===== src/iec_regs.svh =====
// Register offsets, field positions, reset values and timing counts
`ifndef IEC_REGS_SVH
`define IEC_REGS_SVH

`define IEC_ADDR_W        8
`define IEC_OFS_DEBOUNCE  8'h00
`define IEC_OFS_IRQ_STAT  8'h04
`define IEC_OFS_IRQ_MASK  8'h08
`define IEC_OFS_ALARMS    8'h0c
`define IEC_OFS_CH_BASE   8'h10
`define IEC_CH_STRIDE_LOG 4
`define IEC_OFS_CH_CFG    2'h0
`define IEC_OFS_CH_PRE    2'h1
`define IEC_OFS_CH_CNT    2'h2

`define IEC_CFG_DEB_EN    0
`define IEC_CFG_DOWN      1
`define IEC_CFG_RISE      2
`define IEC_CFG_ALM_EN    3
`define IEC_CFG_LATCH     4
`define IEC_CFG_RETAIN    5
`define IEC_CFG_ALM_CLR   6
`define IEC_CFG_W         6

`define IEC_CFG_RESET     6'h00
`define IEC_DEBOUNCE_RST  16'h0000
`define IEC_CNT_MAX       32'hffffffff

`define IEC_MS_NS         1000000
`define IEC_CLK_NS        8
`define IEC_MS_CYCLES     (`IEC_MS_NS / `IEC_CLK_NS)

`endif


===== src/iec_pkg.sv =====
// Types shared by the input event counter
package iec_pkg;
  typedef logic [31:0] iec_word_t;
  typedef logic [15:0] iec_ms_t;
endpackage : iec_pkg


===== src/iec_ms_tick.sv =====
// Millisecond enable pulse from the system clock
`timescale 1ns/100ps
module iec_ms_tick
  import iec_pkg::*;
#(
  parameter int DIV = 125000
)(
  input  wire logic ref_clk,
  input  wire logic rst,
  output logic      ms_tick
);
  logic [31:0] div_cnt;

  always_ff @(posedge ref_clk)
  begin
    if (rst)
    begin
      div_cnt <= 32'h0;
      ms_tick <= 1'b0;
    end
    else if (div_cnt == 32'(DIV - 1))
    begin
      div_cnt <= 32'h0;
      ms_tick <= 1'b1;
    end
    else
    begin
      div_cnt <= div_cnt + 32'h1;
      ms_tick <= 1'b0;
    end
  end
endmodule : iec_ms_tick


===== src/iec_debounce.sv =====
// Per-channel debounce filter on a millisecond time base
`timescale 1ns/100ps
module iec_debounce
  import iec_pkg::*;
(
  input  wire logic    ref_clk,
  input  wire logic    rst,
  input  wire logic    ms_tick,
  input  wire logic    enable,
  input  wire iec_ms_t debounce_ms,
  input  wire logic    level_in,
  output logic         level_out
);
  iec_ms_t stable_ms;

  // Accept after full stable time
  always_ff @(posedge ref_clk)
  begin
    if (rst)
    begin
      level_out <= 1'b1;
      stable_ms <= 16'h0000;
    end
    else if (!enable || level_in == level_out)
    begin
      level_out <= level_in;
      stable_ms <= 16'h0000;
    end
    else if (stable_ms >= debounce_ms)
    begin
      level_out <= level_in;
      stable_ms <= 16'h0000;
    end
    else if (ms_tick)
    begin
      stable_ms <= stable_ms + 16'h0001;
    end
  end
endmodule : iec_debounce


===== src/iec_top.sv =====
// Input event counter bank with register port and alarms
// Function
// Each channel counts events in 32 bits, optionally retained across reset; a retained count here reloads the preload value on reset
// Counts events from 0 to 85 Hz; source must not exceed it
// Per-channel enable selects debounced input for counting
// One debounce time, 0 to 65535 ms, shared by enabled channels
// Per-channel direction; up after reset, down decrements from preload
// Per-channel count edge; falling edge selected after reset
// Per-channel preload value is the counting start value
// Rollover or counter reset reloads the preload value
// Enabled alarm toggles on reaching 0 or all ones
// Alarm enables cleared after reset
// Auto mode clears raised alarm on next count
// Latch mode holds alarm until reset; auto mode is reset default; here alarm disable, a count write or the clear bit also clears it
// Debounce accepts level after stable for full time in ms
// Up at all ones or down at zero rolls over to preload
//
// Decided for this implementation: strobed register access and the register offsets.
`timescale 1ns/100ps
`include "iec_regs.svh"
module iec_top
  import iec_pkg::*;
#(
  parameter int NCH       = 4,
  parameter int MS_CYCLES = `IEC_MS_CYCLES
)(
  input  wire logic                   ref_clk,
  input  wire logic                   rst,
  input  wire logic [NCH-1:0]         field_in,
  input  wire logic [`IEC_ADDR_W-1:0] reg_addr,
  input  wire logic [31:0]            reg_wdata,
  input  wire logic                   reg_wr,
  input  wire logic                   reg_rd,
  output logic      [31:0]            reg_rdata,
  output logic      [NCH-1:0]         alarm_out,
  output logic                        irq
);
  logic                  ms_tick;
  iec_ms_t               debounce_ms;
  logic [NCH-1:0]        irq_stat;
  logic [NCH-1:0]        irq_mask;
  logic [NCH-1:0]        sync_a;
  logic [NCH-1:0]        sync_b;
  logic [NCH-1:0]        filt;
  logic [NCH-1:0]        filt_d;
  logic [NCH-1:0]        alarm_rise;
  logic [NCH-1:0]        ch_sel;
  logic [`IEC_CFG_W-1:0] cfg      [NCH];
  iec_word_t             preload  [NCH];
  iec_word_t             count    [NCH];
  logic [31:0]           next_rdata;
  logic                  glob_hit;
  logic [1:0]            ch_reg;

  assign glob_hit = reg_addr < `IEC_OFS_CH_BASE;
  assign ch_reg   = reg_addr[3:2];

  iec_ms_tick #(
    .DIV (MS_CYCLES)
  ) u_tick (
    .ref_clk (ref_clk),
    .rst     (rst),
    .ms_tick (ms_tick)
  );

  // Two-flop synchronisers on field pins
  always_ff @(posedge ref_clk)
  begin
    if (rst)
    begin
      sync_a <= '1;
      sync_b <= '1;
      filt_d <= '1;
    end
    else
    begin
      sync_a <= field_in;
      sync_b <= sync_a;
      filt_d <= filt;
    end
  end

  // Shared debounce time
  always_ff @(posedge ref_clk)
  begin
    if (rst)
      debounce_ms <= `IEC_DEBOUNCE_RST;
    else if (reg_wr && reg_addr == `IEC_OFS_DEBOUNCE)
      debounce_ms <= reg_wdata[15:0];
  end

  always_ff @(posedge ref_clk)
  begin
    if (rst)
      irq_mask <= '0;
    else if (reg_wr && reg_addr == `IEC_OFS_IRQ_MASK)
      irq_mask <= reg_wdata[NCH-1:0];
  end

  // Sticky alarm events; a new event beats the clear
  always_ff @(posedge ref_clk)
  begin
    if (rst)
      irq_stat <= '0;
    else if (reg_wr && reg_addr == `IEC_OFS_IRQ_STAT)
      irq_stat <= (irq_stat & ~reg_wdata[NCH-1:0]) | alarm_rise;
    else
      irq_stat <= irq_stat | alarm_rise;
  end

  always_ff @(posedge ref_clk)
  begin
    if (rst)
      irq <= 1'b0;
    else
      irq <= |(irq_stat & irq_mask);
  end

  genvar ch;
  generate
    for (ch = 0; ch < NCH; ch++)
    begin : g_ch
      logic      edge_seen;
      logic      wr_cfg;
      logic      wr_pre;
      logic      wr_cnt;
      iec_word_t next_count;
      logic      rollover;
      logic      at_term;

      assign ch_sel[ch] = reg_addr[`IEC_ADDR_W-1:`IEC_CH_STRIDE_LOG] == (`IEC_ADDR_W-`IEC_CH_STRIDE_LOG)'(ch + 1);
      assign wr_cfg     = reg_wr && ch_sel[ch] && ch_reg == `IEC_OFS_CH_CFG;
      assign wr_pre     = reg_wr && ch_sel[ch] && ch_reg == `IEC_OFS_CH_PRE;
      assign wr_cnt     = reg_wr && ch_sel[ch] && ch_reg == `IEC_OFS_CH_CNT;

      // Debounce selected per channel
      iec_debounce u_deb (
        .ref_clk     (ref_clk),
        .rst         (rst),
        .ms_tick     (ms_tick),
        .enable      (cfg[ch][`IEC_CFG_DEB_EN]),
        .debounce_ms (debounce_ms),
        .level_in    (sync_b[ch]),
        .level_out   (filt[ch])
      );

      // Rising or falling count edge
      assign edge_seen = cfg[ch][`IEC_CFG_RISE] ? (filt[ch] & ~filt_d[ch]) : (~filt[ch] & filt_d[ch]);

      // Wrap past the end reloads preload
      assign rollover = cfg[ch][`IEC_CFG_DOWN] ? (count[ch] == 32'h0) : (count[ch] == `IEC_CNT_MAX);

      // Up or down step
      always_comb
      begin
        if (rollover)
          next_count = preload[ch];
        else if (cfg[ch][`IEC_CFG_DOWN])
          next_count = count[ch] - 32'h1;
        else
          next_count = count[ch] + 32'h1;
      end

      assign at_term = !rollover && (next_count == 32'h0 || next_count == `IEC_CNT_MAX);

      // Config clears except retain bit; up, falling, alarm off, auto
      always_ff @(posedge ref_clk)
      begin
        if (rst)
          cfg[ch] <= `IEC_CFG_RESET | {cfg[ch][`IEC_CFG_RETAIN], 5'h00};
        else if (wr_cfg)
          cfg[ch] <= reg_wdata[`IEC_CFG_W-1:0];
      end

      // Preload value per channel
      always_ff @(posedge ref_clk)
      begin
        if (rst && !cfg[ch][`IEC_CFG_RETAIN])
          preload[ch] <= 32'h0;
        else if (wr_pre)
          preload[ch] <= reg_wdata;
      end

      // 32-bit count, reloaded from preload on reset when retained
      // Count write, retained reset or rollover reloads preload
      always_ff @(posedge ref_clk)
      begin
        if (rst && !cfg[ch][`IEC_CFG_RETAIN])
          count[ch] <= 32'h0;
        else if (rst || wr_cnt)
          count[ch] <= preload[ch];
        else if (edge_seen)
          count[ch] <= next_count;
      end

      // Toggle alarm at terminal value
      // Auto mode clears on next count
      // Latch mode holds until reset, alarm disable, count write or a config write with the clear bit
      always_ff @(posedge ref_clk)
      begin
        if (rst)
        begin
          alarm_out[ch]  <= 1'b0;
          alarm_rise[ch] <= 1'b0;
        end
        else if (!cfg[ch][`IEC_CFG_ALM_EN] || wr_cnt || (wr_cfg && reg_wdata[`IEC_CFG_ALM_CLR]))
        begin
          alarm_out[ch]  <= 1'b0;
          alarm_rise[ch] <= 1'b0;
        end
        else if (edge_seen && at_term)
        begin
          alarm_out[ch]  <= ~alarm_out[ch];
          alarm_rise[ch] <= ~alarm_out[ch];
        end
        else if (edge_seen && alarm_out[ch] && !cfg[ch][`IEC_CFG_LATCH])
        begin
          alarm_out[ch]  <= 1'b0;
          alarm_rise[ch] <= 1'b0;
        end
        else
          alarm_rise[ch] <= 1'b0;
      end
    end
  endgenerate

  // Read mux; unmapped reads give zero
  always_comb
  begin
    next_rdata = 32'h0;
    if (glob_hit)
    begin
      unique case (reg_addr)
        `IEC_OFS_DEBOUNCE: next_rdata = {16'h0000, debounce_ms};
        `IEC_OFS_IRQ_STAT: next_rdata[NCH-1:0] = irq_stat;
        `IEC_OFS_IRQ_MASK: next_rdata[NCH-1:0] = irq_mask;
        `IEC_OFS_ALARMS:   next_rdata[NCH-1:0] = alarm_out;
        default:           next_rdata = 32'h0;
      endcase
    end
    for (int i = 0; i < NCH; i++)
    begin
      if (ch_sel[i] && reg_addr[1:0] == 2'b00)
      begin
        unique case (ch_reg)
          `IEC_OFS_CH_CFG: next_rdata = {26'h0, cfg[i]};
          `IEC_OFS_CH_PRE: next_rdata = preload[i];
          `IEC_OFS_CH_CNT: next_rdata = count[i];
          default:         next_rdata = 32'h0;
        endcase
      end
    end
  end

  always_ff @(posedge ref_clk)
  begin
    if (rst)
      reg_rdata <= 32'h0;
    else if (reg_rd)
      reg_rdata <= next_rdata;
    else
      reg_rdata <= 32'h0;
  end
endmodule : iec_top


===== config.mk =====
export PLATFORM = sky130hd
export DESIGN_NAME = iec_top
export DESIGN_NICKNAME = d
export VERILOG_FILES = /design/src/iec_pkg.sv /design/src/iec_ms_tick.sv /design/src/iec_debounce.sv /design/src/iec_top.sv
export VERILOG_INCLUDE_DIRS = /design/src /design/src/src
export SDC_FILE = /design/constraint.sdc
export NUM_CORES = 1
export LEC_CHECK = 0
export BUFFER_PORTS_ARGS = -buffer_cell sky130_fd_sc_hd__buf_2
export CELL_PAD_IN_SITES_DETAIL_PLACEMENT = 1
export CELL_PAD_IN_SITES_GLOBAL_PLACEMENT = 2
export CORE_MARGIN = 1
export CORE_UTILIZATION = 37
export DETAILED_ROUTE_END_ITERATION = 16
export PLACE_DENSITY_LB_ADDON = 0.15
export SLEW_MARGIN = 0
export SYNTH_ARGS = -nofsm -noshare
export SYNTH_HDL_FRONTEND = slang
export SYNTH_SLANG_ARGS = --single-unit

===== constraint.sdc =====
create_clock -name ref_clk -period 4.1 [get_ports ref_clk]
set_input_delay 0.41 -clock ref_clk [delete_from_list [all_inputs] [get_ports ref_clk]]
set_output_delay 0.41 -clock ref_clk [all_outputs]
set_load 0.1 [all_outputs]

Yosys cells after proc, flatten, opt, wreduce, memory -nomap -nowiden
Memories as Yosys holds them, arrays and structs flattened. Index checks and enable logic that the tools add are counted.

$add $sub $neg: 13. Multipliers: 0. Divide/modulo/power cells: 0. $lt $le $gt $ge: 5. Eq/ne operators: 22. Shifts and indexed selects: 0. Multiplexer cells: 123. Bitwise gates (word level): 46. Reduce and logical (&&, ||, !) cells: 121.

Operators by type and width (count): 32-bit 2-to-1 mux (24); 32-bit case mux with 3 select lines (4); 32-bit == test, second input constant (8); 32-bit logical NOT (8); 32-bit by 1-bit adder with 32-bit output, second input constant (5); 32-bit by 1-bit subtractor with 32-bit output, second input constant (4); 1-bit 2-to-1 mux (87); 16-bit by 1-bit adder with 16-bit output, second input constant (4); 16-bit greater-or-equal comparator (4); 1-bit logical AND (47); 32-bit by 17-bit == test with 1-bit output, second input constant (1); 6-bit 2-to-1 mux (4); 3-bit OR reduction (8); 1-bit logical NOT (20); 1-bit logical OR (20); 1-bit NOT (17); 8-bit by 4-bit == test with 1-bit output, second input constant (2); 16-bit 2-to-1 mux (1); 1-bit bitwise OR (16); 4-bit case mux with 4 select lines (1); 2-bit nonzero test (8); 12-bit 2-to-1 mux (1); 2-bit OR reduction (6); 1-bit bitwise AND (8); other kinds (15) (22).

Flip-flop bits (word level): 178. Latch bits: 0. Bits in writable memories: 280. Memory bits (read-only): 0. Input port bits: 48. Logic and storage cells: 359. Memories: 3.

Memories: count (depth 4, width 32, read ports 4, clocked after memory_dff 0, write ports 4, RTL line iec_top.sv:50) `iec_word_t count [NCH];`; preload (depth 4, width 32, read ports 4, clocked after memory_dff 0, write ports 4, RTL line iec_top.sv:49) `iec_word_t preload [NCH];`; cfg (depth 4, width 6, read ports 4, clocked after memory_dff 0, write ports 4, RTL line iec_top.sv:48) `` logic [`IEC_CFG_W-1:0] cfg [NCH]; ``.

Depth between registers and ports, before layout
An unclocked memory read counts as a cell.

Word-level depth: 10. Depth in mapped cells: 16. Depth with buffers taken out: 14.

Hierarchy
Synthesis repeated with hierarchy kept, for this count alone.

Cells, all modules: 3571. Area total of the unflattened synthesis: 31914.4 um^2.

By module, submodules not included: iec_top (times used 1, cells an instance 2859, area an instance 25749.7 um^2); iec_debounce (times used 4, cells an instance 133, area an instance 1141.1 um^2); iec_ms_tick (times used 1, cells an instance 180, area an instance 1600.3 um^2).

Worst setup path after synthesis
Ideal clock, no wire load.

Path type: flip-flop to flip-flop. Start: memory cfg[0][1] (netlist bit). End: register alarm_out[0]. Arrival time: 4.145 ns. Setup slack: -0.170 ns. Cell stages (with the launch flop): 14. Path buffers: 0. Path through: edfxtp_1 > ha_1 > a21o_1 > o21bai_2 > xor2_1 > or4_1 > or4_1 > nor4b_2 > nand4_1 > nand4bb_1 > or4_4 > nor4_4 > or3_1 > a21oi_1.

RTL lines: from (decl) (RTL line iec_top.sv:48); to (signal, indexed assignment) (RTL line iec_top.sv:213) `alarm_out[ch] <= ~alarm_out[ch];`; to (decl) (RTL line iec_top.sv:35) `output logic [NCH-1:0] alarm_out,`.

==> results.md <==
- Run status: completed
- Final setup viols: 0
- Crit path required time: approximately 4.6 ns
- CTS buffer count: 55
- Max FO, Critical Path: 12
- Endpoints failing hold: 0
- Critical path's slowest cell: or4_4
- Port bufs: 84
- Seq/Total Area, Yosys: 0.3822
- Layout cells sized above 1: 0.1685
- CP Cell Sequence: buf_12 -> ha_1 -> a21o_1 -> o2bb2ai_4 -> a221o_1 -> nor3_2 -> o31ai_2 -> buf_4 -> nor4b_4 -> nand4_1 -> nand4bb_1 -> or4_4 -> nor4_4 -> or3_1 -> a21oi_1
- Synth-to-layout area growth: 20.49%
- Largest net degree at the start of global routing: 75
- Max incr delay on CP: 0.45 ns
- Post-synth top area share: 0.2684
- Most used DFF post-synth: edfxtp_1
- CP startpoint kind: register
- Setup Total Neg Slack: 0 ns
- Async set or reset register ratio after synthesis: 0
- Clock slew at reported path FFs: 0.06 ns
- Total gr overflow: 0
- First-pass GRT wire length: 201100 µm
- Initial DRC Count: 2743
- Yosys reg bits: 458
- RSZ-0062 raised after global routing: yes
- Slew Viols, Final: 0
- Synth area leader: edfxtp_1
- FP Rows: 106
- Num Clock Sinks: about 460
- DRT antenna net count: 0
- Full die area: 85830 µm²
- Capturing element type of the critical path: register
- Synth area leaders: edfxtp_1 (27%), dfxtp_1 (11%), ha_1 (7.5%), nor2_1 (4.1%), nand2_1 (3.7%)
- Clk buf depth: 3
- Synth Cell Area: 31330 µm²
- Most numerous cell in the Yosys netlist: nor2_1
- CTS tree: built
- First drt pass iteration count: 6
- Avg Synthesized Cell Area: around 8.9 µm²
- Fin nets: 4010
- Seq. cell area: between 10000 and 15000 µm²
- PD cells: 356.2 nW/µm²
- Routed vias/inst: between 6 and 7
- Worst ir drop on vdd: 0.3053 mV
- Root Driver: clkbuf_16
- Worst-Skew Late Latency: 0.64 ns
- Vias: slightly above 30000
- Kind of critical path: register to register
- Core Region: 83690 µm²
- Die Y: between 200 and 300 µm
- # fillers: 9558
- Post-layout min period: 4.075 ns
- Die W: 293.0 µm
- Number of enable flip-flop cells after synthesis: 280
- Min-Delay Path Class: input port to register
- Number of max-cap violations: 0
- Multi-input logic area: 19480 µm²
- Max-slew headroom: 0.1726
- Number of synthesis warnings: 0
- Lkg Pwr: 14.14 nW
- Global placer's final weighted congestion: 0.9997
- H-Tree Depth: 2
- CP arrival: 4.58 ns
- Slew @ Worst Pin: between 1 and 1.5 ns
- Initial antenna violation count: 8
- Mapped Nets: 3762
- # IOs: 85
- Vias in the first global route: 30538
- Tcrit/Tclk final: 0.9938
- Count of cell types in the netlist: 90
- Tot GR Track Use: 0.3111
- Post-Syn Instances: ~3500
- Total wire length: 137900 µm
- Synth cell count leaders: nor2_1 (339), nand2_1 (305), edfxtp_1 (280)
- DP HPWL: 106800 µm
- Initial core utilization: 0.3743
- Max frequency: 0.2454 GHz
- Clk_skew: 0.02458 ns
- Routed wire length per instance: 27.85 µm
- Min Hold Slack: 0.1006 ns
- Remaining DRCs: 0
-- critical path, delay by kind of cell, from the launching register on --
family	cells	cell delay, ns
flip-flops	1	0.44
buffers and inverters	2	0.37
adder cells (fa/ha/maj)	1	0.30
AO/OA/AOI/OAI	5	1.02
AND/OR/NAND/NOR	7	1.80
-- layout make-up --
class	instances	area share
diodes	4	0.0002652
flip-flops and latches	458	0.3172
clock buffers	69	0.04141
inverters	74	0.007360
well taps	1134	0.03759
repair buffers	363	0.07011
multi-input cells	2817	0.5161
clock inverters	34	0.009978
-- state kept, by name, indices dropped and copies added, names as in the netlist --
register,cells
count,128
preload,128
g_ch.u_deb.stable_ms,64
reg_rdata,32
u_tick.div_cnt,32
cfg,24
debounce_ms,16
alarm_out,4
alarm_rise,4
filt_d,4
g_ch.u_deb.level_out,4
irq_mask,4
irq_stat,4
sync_a,4
sync_b,4
irq,1
u_tick.ms_tick,1
-- timing repair --
action,in CTS,in global routing
endpoints found under the hold margin,4,0
hold buffers,4,0
pin swaps,11,38
resized for setup,27,159
buffers inserted,6,10
gates cloned,0,1
setup endpoints to repair,8,9
-- placed cells by master, fill, tap and decap left out, drive strengths merged, types with 46 or more instances in the layout --
cell	count
nand4	96
and3	48
nor4	71
nor3	84
a22oi	117
edfxtp	280
o22ai	46
nand3	93
a21oi	202
buf	358
nand2	305
ha	189
o21ai	204
xor2	95
a21o	62
nor2	339
dfxtp	178
inv	79
and2	173
xnor2	76
clkbuf	70
mux2i	61
-- worst paths after layout --
path                            slack (ns)              to         start  cells after the start
worst max-delay path                  0.03    alarm_out[0]     cfg[0][1]                     15
worst min register to register        0.42       sync_b[3]     sync_a[3]                      1
worst max register to register        0.03    alarm_out[0]     cfg[0][1]                     15
worst min-delay path                  0.10  debounce_ms[6]  reg_wdata[6]                      3
-- cell families after synthesis --
group,after synthesis,synth area share
buffers and inverters,246,0.02992
AO/OA/AOI/OAI,981,0.2092
adder cells (fa/ha/maj),193,0.07805
flip-flops,458,0.3822
multiplexers,67,0.02309
XOR/XNOR,171,0.04781
AND/OR/NAND/NOR,1405,0.2297
-- metrics by stage --
stage               cells  instance area [µm²]  worst slack [ns]    util  power [mW]
detailed placement   4825                34680           -0.2112  0.4144       7.978
global route         4949                37730           -0.1415  0.4509       13.86
CTS                  4938                36830         0.0001070  0.4401       13.29
global placement     4825                34680           -0.2181  0.4144       7.927
floorplan            3521                31400          -0.09594       -       6.773
finish               4953                37740           0.02549  0.4510       13.44
-- power breakdown --
part | total [mW] | internal [mW] | leakage (nW) | switching [mW]
clock network | 5.28 | 3.09 | 0.947 | 2.19
logic | 2.97 | 1.15 | 8.93 | 1.82
registers | 5.19 | 5.00 | 4.27 | 0.191
-- per-layer routing --
layer | share of wire | global-route usage
met4 | 0.037 | 0.1158
met5 | 0.000080 | 0
met2 | 0.44 | 0.4809
met3 | 0.074 | 0.04841
met1 | 0.45 | 0.4360
(Power assumes the default switching activity.)
